==> src/sdc_pkg.sv <==
// Shared constants and carrier types for the synthesizer divider config
package sdc_pkg;

  // ****************************************************************
  // Frequency plan constants (all frequencies in kHz)
  // ****************************************************************
  localparam logic [19:0] SDC_REF_KHZ     = 20'd20000;
  localparam logic [19:0] SDC_VCO_MIN_KHZ = 20'd600000;
  localparam logic [19:0] SDC_VCO_MAX_KHZ = 20'd900000;
  localparam logic [19:0] SDC_2M_LO_KHZ   = 20'd144000;
  localparam logic [19:0] SDC_2M_HI_KHZ   = 20'd148000;

  // ****************************************************************
  // Multisynth encoding constants
  // ****************************************************************
  localparam logic [17:0] SDC_P1_OFFSET   = 18'd512;
  localparam int          SDC_FRAC_SHIFT  = 7;
  localparam logic [19:0] SDC_INT_P2      = 20'd0;
  localparam logic [19:0] SDC_INT_P3      = 20'd1;
  localparam logic [7:0]  SDC_RDIV_UNITY  = 8'd1;

  // ****************************************************************
  // Table sizes and reset values
  // ****************************************************************
  localparam int          SDC_EXT_DEPTH   = 16;
  localparam int          SDC_INT_DEPTH   = 4;
  localparam logic [2:0]  SDC_PATH_NONE   = 3'b000;
  localparam logic [19:0] SDC_END_MARK    = 20'd0;

  // One table entry: encoded patterns as produced by the table tool
  typedef struct packed {
    logic [19:0] carrier_khz;
    logic [19:0] vco_khz;
    logic [17:0] feedback_param_first;
    logic [19:0] feedback_param_second;
    logic [19:0] feedback_param_third;
    logic [17:0] stage2_param_first;
    logic [19:0] stage2_param_second;
    logic [19:0] stage2_param_third;
    logic [7:0]  final_divide;
  } sdc_entry_t;

  // Settings presented to the synthesizer
  typedef struct packed {
    logic [17:0] feedback_param_first;
    logic [19:0] feedback_param_second;
    logic [19:0] feedback_param_third;
    logic        pll_b_powerdown;
    logic [17:0] stage2_param_first;
    logic [19:0] stage2_param_second;
    logic [19:0] stage2_param_third;
    logic [7:0]  final_divider_zero;
    logic [7:0]  final_divider_one;
    logic [7:0]  final_divider_two;
    logic [2:0]  path_enable;
  } sdc_cfg_t;

endpackage : sdc_pkg

==> src/sdc_table_rom.sv <==
// Internal program-memory frequency table with registered read data
`timescale 1ns/1ps
module sdc_table_rom #(
  parameter int DEPTH = sdc_pkg::SDC_INT_DEPTH,
  parameter int AW    = 2
) (
  // Clock and reset
  input  wire logic              clk_sys_i,
  input  wire logic              rst_i,
  // Read port
  input  wire logic [AW-1:0]     addr_i,
  output sdc_pkg::sdc_entry_t    data_o
);
  import sdc_pkg::*;

  sdc_entry_t rom_word;
  sdc_entry_t next_data;

  // Unused slots read as end markers so a scan stops there
  always_comb begin
    rom_word = '0;
    unique case (addr_i)
      AW'(0): rom_word = '{20'h23c58, 20'hd6a10, 18'h013fa, 20'h0005c,
                           20'h000fa, 18'h00100, 20'h00000, 20'h00001,
                           8'h01};
      AW'(1): rom_word = '{20'h23c85, 20'hd6b1e, 18'h013fc, 20'h000c0,
                           20'h007d0, 18'h00100, 20'h00000, 20'h00001,
                           8'h01};
      AW'(2): rom_word = '{20'h0c3b4, 20'hc3b40, 18'h0120a, 20'h00006,
                           20'h00019, 18'h00200, 20'h00000, 20'h00001,
                           8'h02};
      default: rom_word = '0;
    endcase
    next_data = (int'(addr_i) < DEPTH) ? rom_word : '0;
  end

  always_ff @(posedge clk_sys_i) begin
    if (rst_i) begin
      data_o <= '0;
    end else begin
      data_o <= next_data;
    end
  end

endmodule : sdc_table_rom

==> src/sdc_entry_check.sv <==
// Plausibility check of one table entry against the frequency plan
`timescale 1ns/1ps
module sdc_entry_check (
  // Entry under test
  input  sdc_pkg::sdc_entry_t entry_i,
  // Verdict
  output logic                ok_o
);
  import sdc_pkg::*;

  logic [63:0] lhs;
  logic [63:0] rhs;
  logic [63:0] chain;
  logic [17:0] ms_int;
  logic        band_2m;
  logic        vco_ok;
  logic        fb_ok;
  logic        ms_ok;
  logic        rdiv_ok;

  always_comb begin
    // VCO must sit in its window
    vco_ok = (entry_i.vco_khz >= SDC_VCO_MIN_KHZ) &&
             (entry_i.vco_khz <= SDC_VCO_MAX_KHZ);
    // VCO over feedback divisor equals the 20 MHz reference, with
    // A+B/C = ((P1+512)+P2/P3)/128 undone from the encoded patterns
    lhs = 64'(entry_i.vco_khz) * 64'(entry_i.feedback_param_third);
    lhs = lhs << SDC_FRAC_SHIFT;
    rhs = (64'(entry_i.feedback_param_first) + 64'(SDC_P1_OFFSET)) *
          64'(entry_i.feedback_param_third);
    rhs = rhs + 64'(entry_i.feedback_param_second);
    rhs = rhs * 64'(SDC_REF_KHZ);
    fb_ok = (entry_i.feedback_param_third != '0) && (lhs == rhs);
    // Stage 2 is a pure integer divide down to the carrier chain
    ms_int = 18'((19'(entry_i.stage2_param_first) + 19'(SDC_P1_OFFSET))
                 >> SDC_FRAC_SHIFT);
    ms_ok = (entry_i.stage2_param_second == SDC_INT_P2) &&
            (entry_i.stage2_param_third == SDC_INT_P3) &&
            (entry_i.stage2_param_first[SDC_FRAC_SHIFT-1:0] == '0);
    chain = 64'(ms_int) * 64'(entry_i.carrier_khz) *
            64'(entry_i.final_divide);
    ms_ok = ms_ok && (chain == 64'(entry_i.vco_khz));
    band_2m = (entry_i.carrier_khz >= SDC_2M_LO_KHZ) &&
              (entry_i.carrier_khz <= SDC_2M_HI_KHZ);
    // Unity in 2M; elsewhere unity or an even ratio
    if (band_2m) begin
      rdiv_ok = (entry_i.final_divide == SDC_RDIV_UNITY);
    end else begin
      rdiv_ok = (entry_i.final_divide == SDC_RDIV_UNITY) ||
                ((entry_i.final_divide != '0) &&
                 !entry_i.final_divide[0]);
    end
    ok_o = vco_ok && fb_ok && ms_ok && rdiv_ok;
  end

endmodule : sdc_entry_check

==> src/sdc_divider_config.sv <==
// Top level: table scan and synthesizer divider settings
//
// Functional notes
// - Derive dividers from a 20 MHz reference
// - VCO is carrier multiple, 600 to 900 MHz
// - VCO over feedback divisor equals reference
// - Second PLL always held powered down
// - First feedback pattern: 128A+floor(128B/C)-512
// - Second pattern 128B-C*floor; third equals C
// - All stage-2 dividers share one integer divisor
// - 2M band: stage-2 P2 zero, P3 one
// - Final dividers divide by one in 2M
// - Lower bands may use even final divide
// - Exactly one output path enabled after a hit; none at reset
// - Patterns come from table lookup, not computed
`timescale 1ns/1ps
module sdc_divider_config #(
  parameter int EXT_DEPTH = sdc_pkg::SDC_EXT_DEPTH,
  parameter int INT_DEPTH = sdc_pkg::SDC_INT_DEPTH
) (
  // Clock and reset
  input  wire logic                clk_sys_i,
  input  wire logic                rst_i,
  // Frequency request from controller software
  input  wire logic                req_i,
  input  wire logic [19:0]         target_khz_i,
  input  wire logic [1:0]          out_sel_i,
  output logic                     busy_o,
  output logic                     done_o,
  output logic                     miss_o,
  // External nonvolatile table memory
  output logic                     ext_rd_o,
  output logic [$clog2(EXT_DEPTH)-1:0] ext_addr_o,
  input  wire logic                ext_ack_i,
  input  sdc_pkg::sdc_entry_t      ext_entry_i,
  // Settings to the synthesizer
  output sdc_pkg::sdc_cfg_t        cfg_o,
  output logic                     cfg_valid_o
);
  import sdc_pkg::*;

  localparam int EAW = $clog2(EXT_DEPTH);
  localparam int IAW = (INT_DEPTH > 1) ? $clog2(INT_DEPTH) : 1;
  localparam logic [EAW-1:0] EXT_LAST = EAW'(EXT_DEPTH - 1);
  localparam logic [IAW-1:0] INT_LAST = IAW'(INT_DEPTH - 1);

  // Power-on settings: second PLL down, idle integer dividers at one
  localparam sdc_cfg_t CFG_RESET = '{
    feedback_param_first:  18'h0,
    feedback_param_second: 20'h0,
    feedback_param_third:  20'h0,
    pll_b_powerdown:       1'b1,
    stage2_param_first:    18'h0,
    stage2_param_second:   20'h0,
    stage2_param_third:    SDC_INT_P3,
    final_divider_zero:    SDC_RDIV_UNITY,
    final_divider_one:     SDC_RDIV_UNITY,
    final_divider_two:     SDC_RDIV_UNITY,
    path_enable:           SDC_PATH_NONE
  };

  // ****************************************************************
  // State encoding
  // ****************************************************************
  typedef enum logic [5:0] {
    ST_IDLE     = 6'b000001,
    ST_EXT_RD   = 6'b000010,
    ST_INT_RD   = 6'b000100,
    ST_INT_WAIT = 6'b001000,
    ST_CHECK    = 6'b010000,
    ST_APPLY    = 6'b100000
  } sdc_state_t;

  // One-hot path enable, unused paths powered down
  // Code 3 has no fourth path and folds onto path two
  function automatic logic [2:0] path_onehot(input logic [1:0] sel);
    logic [2:0] v;
    v = 3'b001;
    if (sel == 2'd1) begin
      v = 3'b010;
    end else if (sel[1]) begin
      v = 3'b100;
    end
    return v;
  endfunction : path_onehot

  // Final divide for a path: the entry ratio on the live path only
  function automatic logic [7:0] path_div(input logic [2:0] en,
                                          input int idx,
                                          input logic [7:0] div);
    return en[idx] ? div : SDC_RDIV_UNITY;
  endfunction : path_div

  // ****************************************************************
  // Registers
  // ****************************************************************
  sdc_state_t       state;
  sdc_state_t       next_state;
  logic [EAW-1:0]   ext_addr;
  logic [EAW-1:0]   next_ext_addr;
  logic [IAW-1:0]   int_addr;
  logic [IAW-1:0]   next_int_addr;
  logic             from_int;
  logic             next_from_int;
  // Target and path are latched so the inputs may move once taken
  logic [19:0]      target;
  logic [19:0]      next_target;
  logic [2:0]       path_sel;
  logic [2:0]       next_path_sel;
  sdc_entry_t       entry;
  sdc_entry_t       next_entry;
  sdc_cfg_t         cfg;
  sdc_cfg_t         next_cfg;
  logic             cfg_valid;
  logic             next_cfg_valid;
  logic             done;
  logic             next_done;
  logic             miss;
  logic             next_miss;

  sdc_entry_t       rom_data;
  logic             entry_ok;
  logic             hit;
  logic             end_mark;
  logic [2:0][7:0]  live_div;

  // ****************************************************************
  // Table sources and entry checker
  // ****************************************************************
  sdc_table_rom #(
    .DEPTH     (INT_DEPTH),
    .AW        (IAW)
  ) u_rom (
    .clk_sys_i (clk_sys_i),
    .rst_i     (rst_i),
    .addr_i    (int_addr),
    .data_o    (rom_data)
  );

  // Purely combinational: a verdict stands the cycle an entry lands
  sdc_entry_check u_check (
    .entry_i   (entry),
    .ok_o      (entry_ok)
  );

  // An entry only counts if the plan holds and the carrier matches;
  // a bad entry is skipped rather than pushed to the synthesizer
  assign hit      = entry_ok && (entry.carrier_khz == target);
  assign end_mark = (entry.carrier_khz == SDC_END_MARK);

  // Live path takes the entry ratio, idle paths stay at one
  for (genvar g = 0; g < 3; g++) begin : g_live_div
    assign live_div[g] = path_div(path_sel, g, entry.final_divide);
  end

  // ****************************************************************
  // Scan sequencer
  // ****************************************************************
  always_comb begin
    next_state     = state;
    next_ext_addr  = ext_addr;
    next_int_addr  = int_addr;
    next_from_int  = from_int;
    next_target    = target;
    next_path_sel  = path_sel;
    next_entry     = entry;
    next_done      = 1'b0;
    next_miss      = miss;
    unique case (state)
      // A request while busy is dropped without notice
      ST_IDLE: begin
        if (req_i) begin
          next_target   = target_khz_i;
          next_path_sel = path_onehot(out_sel_i);
          next_ext_addr = '0;
          next_int_addr = '0;
          next_from_int = 1'b0;
          next_miss     = 1'b0;
          next_state    = ST_EXT_RD;
        end
      end
      // Nonvolatile memory is searched first so a field-loaded
      // entry overrides the built-in one for the same carrier
      ST_EXT_RD: begin
        if (ext_ack_i) begin
          next_entry = ext_entry_i;
          next_state = ST_CHECK;
        end
      end
      ST_INT_RD: begin
        // Memory data is registered: wait one cycle for it
        next_state = ST_INT_WAIT;
      end
      ST_INT_WAIT: begin
        next_entry    = rom_data;
        next_from_int = 1'b1;
        next_state    = ST_CHECK;
      end
      // Bad entries are stepped over; an end mark or the last slot
      // hands the scan on to the built-in table
      ST_CHECK: begin
        if (hit) begin
          next_state = ST_APPLY;
        end else if (!from_int && !end_mark && ext_addr != EXT_LAST) begin
          next_ext_addr = ext_addr + EAW'(1);
          next_state    = ST_EXT_RD;
        end else if (!from_int) begin
          next_int_addr = '0;
          next_state    = ST_INT_RD;
        end else if (!end_mark && int_addr != INT_LAST) begin
          next_int_addr = int_addr + IAW'(1);
          next_state    = ST_INT_RD;
        end else begin
          // Table exhausted: old settings stay in force
          next_miss  = 1'b1;
          next_done  = 1'b1;
          next_state = ST_IDLE;
        end
      end
      ST_APPLY: begin
        // Settings register on this edge, together with done
        next_done  = 1'b1;
        next_state = ST_IDLE;
      end
      // A corrupted one-hot code falls back to idle instead of hanging
      default: begin
        next_state = ST_IDLE;
      end
    endcase
  end

  always_ff @(posedge clk_sys_i) begin
    if (rst_i) begin
      state    <= ST_IDLE;
      ext_addr <= '0;
      int_addr <= '0;
      from_int <= 1'b0;
      target   <= '0;
      path_sel <= SDC_PATH_NONE;
      entry    <= '0;
      done     <= 1'b0;
      miss     <= 1'b0;
    end else begin
      state    <= next_state;
      ext_addr <= next_ext_addr;
      int_addr <= next_int_addr;
      from_int <= next_from_int;
      target   <= next_target;
      path_sel <= next_path_sel;
      entry    <= next_entry;
      done     <= next_done;
      miss     <= next_miss;
    end
  end

  // ****************************************************************
  // Synthesizer settings
  // ****************************************************************
  // Settings move only in the apply state, so the synthesizer never
  // sees a mix of two entries
  always_comb begin
    next_cfg       = cfg;
    next_cfg_valid = cfg_valid;
    // Second PLL is never used, whatever the table says
    next_cfg.pll_b_powerdown = 1'b1;
    if (state == ST_APPLY) begin
      next_cfg.feedback_param_first  = entry.feedback_param_first;
      next_cfg.feedback_param_second = entry.feedback_param_second;
      next_cfg.feedback_param_third  = entry.feedback_param_third;
      // One divisor drives all three stage-2 dividers
      next_cfg.stage2_param_first    = entry.stage2_param_first;
      next_cfg.stage2_param_second   = entry.stage2_param_second;
      next_cfg.stage2_param_third    = entry.stage2_param_third;
      next_cfg.path_enable           = path_sel;
      next_cfg.final_divider_zero    = live_div[0];
      next_cfg.final_divider_one     = live_div[1];
      next_cfg.final_divider_two     = live_div[2];
      next_cfg_valid = 1'b1;
    end
  end

  always_ff @(posedge clk_sys_i) begin
    if (rst_i) begin
      cfg                  <= CFG_RESET;
      cfg_valid            <= 1'b0;
    end else begin
      cfg                  <= next_cfg;
      cfg_valid            <= next_cfg_valid;
    end
  end

  // ****************************************************************
  // Outputs
  // ****************************************************************
  assign busy_o      = (state != ST_IDLE);
  assign done_o      = done;
  assign miss_o      = miss;
  // Strobe and address stand until the table acknowledges
  assign ext_rd_o    = (state == ST_EXT_RD);
  assign ext_addr_o  = ext_addr;
  assign cfg_o       = cfg;
  assign cfg_valid_o = cfg_valid;

endmodule : sdc_divider_config

==> config.mk <==
export PLATFORM = sky130hd
export DESIGN_NAME = sdc_divider_config
export DESIGN_NICKNAME = d
export VERILOG_FILES = /design/src/sdc_pkg.sv /design/src/sdc_table_rom.sv /design/src/sdc_entry_check.sv /design/src/sdc_divider_config.sv
export SDC_FILE = /design/constraint.sdc
export NUM_CORES = 2
export LEC_CHECK = 0
export BUFFER_PORTS_ARGS = -buffer_cell sky130_fd_sc_hd__buf_2
export CAP_MARGIN = 10
export CORE_ASPECT_RATIO = 1.2
export CORE_UTILIZATION = 59
export DETAILED_ROUTE_END_ITERATION = 8
export PLACE_DENSITY = 0.89
export SYNTH_ARGS = -nofsm -noshare
export SYNTH_HDL_FRONTEND = slang
export SYNTH_SLANG_ARGS = --single-unit
==> constraint.sdc <==
create_clock -name clk_sys_i -period 13 [get_ports clk_sys_i]
set_input_delay 3.25 -clock clk_sys_i [delete_from_list [all_inputs] [get_ports clk_sys_i]]
set_output_delay 3.25 -clock clk_sys_i [all_outputs]
set_load 0.02 [all_outputs]
==> results.sh <==
export IMPL_min_from="cfg_o[25]"
export IMPL_startpoint="entry[118]"
export IMPL_slew_headroom=0.130
export IMPL_ys_seq_area_frac=0.107
export IMPL_powerDensity_nw_per_um2=37.2
export IMPL_hold_class="reg -> reg"
export IMPL_synthTopCellsByCount="inv_1 (1409), fa_1 (1102), and2_1 (870)"
export IMPL_cp_max_fo=7
export IMPL_setup_ws_ps=-169
export IMPL_grt_start_max_net_pins=103
export IMPL_netlist_area_um2=66300
export IMPL_synthDistinctLibCells=88
export IMPL_avgSynthCellArea_um2=8.45
export IMPL_critical_path_arrival_ps=13680
export IMPL_reg2reg_depth=49
export IMPL_initial_core_util=0.595
export IMPL_cts_num_sinks=353
export IMPL_dp_slack_ps=-310
export IMPL_drv_slew=0
export IMPL_synth_most_common_cell="inv_1"
export IMPL_ctsHtreeMaxLevel=2
export IMPL_post_route_drc_count=0
export IMPL_cts_tree="yes"
export IMPL_rows=134
export IMPL_wl_met2_mm=99.1
export IMPL_cts_made_buffers=36
export IMPL_syn_nets=9758
export IMPL_grt_pass1_wl_mm=326
export IMPL_timing_setup_tns_ps=-833
export IMPL_area_delta_synth_final_pct=10.6
export IMPL_syn_inst=7849
export IMPL_max_stage_delay_ps=580
export IMPL_top_layer_used="met5"
export IMPL_fmax_mhz=75.9
export IMPL_peakVddDrop_mv=0.0923
export IMPL_antenna_found_initial=21
export IMPL_rsz0062_at_grt="yes"
export IMPL_multi_input_comb_area_um2=52800
export IMPL_clock_path_buffers=3
export IMPL_insertion_delay_ps=590
export IMPL_start_kind="register"
export IMPL_ys_warn_count=0
export IMPL_place_detailed_hpwl_mm=167
export IMPL_final_nets=10118
export IMPL_wl_per_cell_um=21.4
export IMPL_status="finished, violations left"
export IMPL_finClkSkew_ps=32.0
export IMPL_fin_util=0.658
export IMPL_cp_slowest_cell="fa_1"
export IMPL_register_area_um2=7080
export IMPL_cts_root_buf="clkbuf_16"
export IMPL_synthTopCellsByArea="fa_1 (33%), ha_1 (12%), dfxtp_1 (11%)"
export IMPL_die_h_um=369
export IMPL_firstDrtPassIters=7
export IMPL_drtIter0Drc=5363
export IMPL_hold_ws_ps=447
export IMPL_worstPathRequired_ps=13510
export IMPL_die_w_um=308
export IMPL_grt_pass1_vias=60744
export IMPL_synth_top_area_cell="fa_1"
export IMPL_min_period_ps=13170
export IMPL_yosys_register_bits=353
export IMPL_cp_end_kind="register"
export IMPL_synth_top_area_frac=0.333
export IMPL_p_leak_nw=33.7
export IMPL_synth_async_sr_flop_share=0
export IMPL_drv_cap=0
export IMPL_vias_per_cell=5.92
export IMPL_portBuffers=341
export IMPL_crit_top_cell="fa_1"
export IMPL_p_total_mw=2.73
export IMPL_worst_pin_slew_ps=1300
export IMPL_min_path_cells=2
export IMPL_drive_above_1_share=0.117
export IMPL_grt_ovfl_total=0
export IMPL_drt_wl_total_mm=208
export IMPL_timing_rr_start="entry[118]"
export IMPL_postRouteAntennaNets=0
export IMPL_dieArea_um2=114000
export IMPL_synth_edf_count=0
export IMPL_violations="negative setup slack"
export IMPL_finalHoldViolations=0
export IMPL_grtUsageTotal=0.368
export IMPL_routed_wl_met3_mm=18.5
export IMPL_fillers=8731
export IMPL_critPathKind="reg -> reg"
export IMPL_finalSetupViolCount=8
export IMPL_finalCritPeriodShare=1.01
export IMPL_core_area_um2=111000
export IMPL_met1Wirelength_mm=72.7
export IMPL_gp_congestion=1.06
export IMPL_vias=57697
export IMPL_path_clk_slew_ps=70
export IMPL_synth_ff_type="dfxtp_1"
export IMPL_ios=343
[critical path: cells and delay by family (launching register included)]
kind	cells	cell delay, ps
adders and majority gates	14	5900
AOI/OAI and AO/OA	19	4080
and+or+nand+nor	9	2000
xor gates and xnor gates	2	430
buffers and inverters	5	340
DFF	1	330
[area by class of cell]
class                           count  share of cell area
Clock buffer                       49              0.0141
Sequential cell                   353              0.0966
Antenna cell                       21            0.000717
Tap cell                         1496              0.0255
Timing Repair Buffer              765              0.0686
Inverter                         1409              0.0722
Clock inverter                     15             0.00184
Multi-Input combinational cell   5644               0.720
[routing by layer]
layer,vias to the layer above,track usage
met1,28397,0.422
met3,949,0.0758
met4,4,0.272
met2,3111,0.608
li1,25236,-
met5,-,0
[logic make-up after synthesis]
family                     share of synthesized area
other                                      0.0000566
xor gates and xnor gates                      0.0338
buffers and inverters                          0.105
DFF                                            0.107
adders and majority gates                      0.449
and+or+nand+nor                                0.207
muxes                                        0.00121
AOI/OAI and AO/OA                             0.0971
[worst paths after layout]
check	endpoint	slack [ps]
max	int_addr[1]	-170
min	cfg_o[25]	450
max reg2reg	int_addr[1]	-170
min reg2reg	cfg_o[25]	450
[timing repair]
| action | in CTS | in global routing |
|---|---|---|
| hold endpoints to repair | 0 | 0 |
| gates resized for setup | 31 | 84 |
| setup buffers | 4 | 4 |
| endpoints found under the setup margin | 12 | 12 |
| pin swaps | 12 | 52 |
| hold buffers | 0 | 0 |
[metrics by stage]
step                cell area [µm²]  std cells
detailed placement            71400       9659
global route                  73300       9745
finish                        73300       9752
global placement              71400       9659
floorplan                     66300       7849
CTS                           72800       9727
[placed cells by master (no fill, tap or decap), types with 177 or more instances in the layout]
cell type,count
buf_2,340
nor2_1,195
fa_1,1101
ha_1,600
nand2_1,811
nand3_1,195
inv_1,1404
dfxtp_1,344
nor2b_1,177
buf_4,410
a21oi_1,444
and2_1,870
[where the power goes]
| part | internal, mW | switching, mW |
|---|---|---|
| Sequential | 1.10 | 0.0289 |
| Clock | 0.568 | 0.506 |
| Combinational | 0.192 | 0.334 |
[sequential cells by signal, indices dropped and copies added, names as in the netlist]
signal and flops:
path_sel 3, from_int 1, cfg_o 143, miss_o 1
int_addr 2, entry 164, cfg_valid_o 1, ext_addr_o 4
u_rom.data_o 7, state 6, done_o 1, target 20
Note: power is estimated with default switching activity, not from simulation.
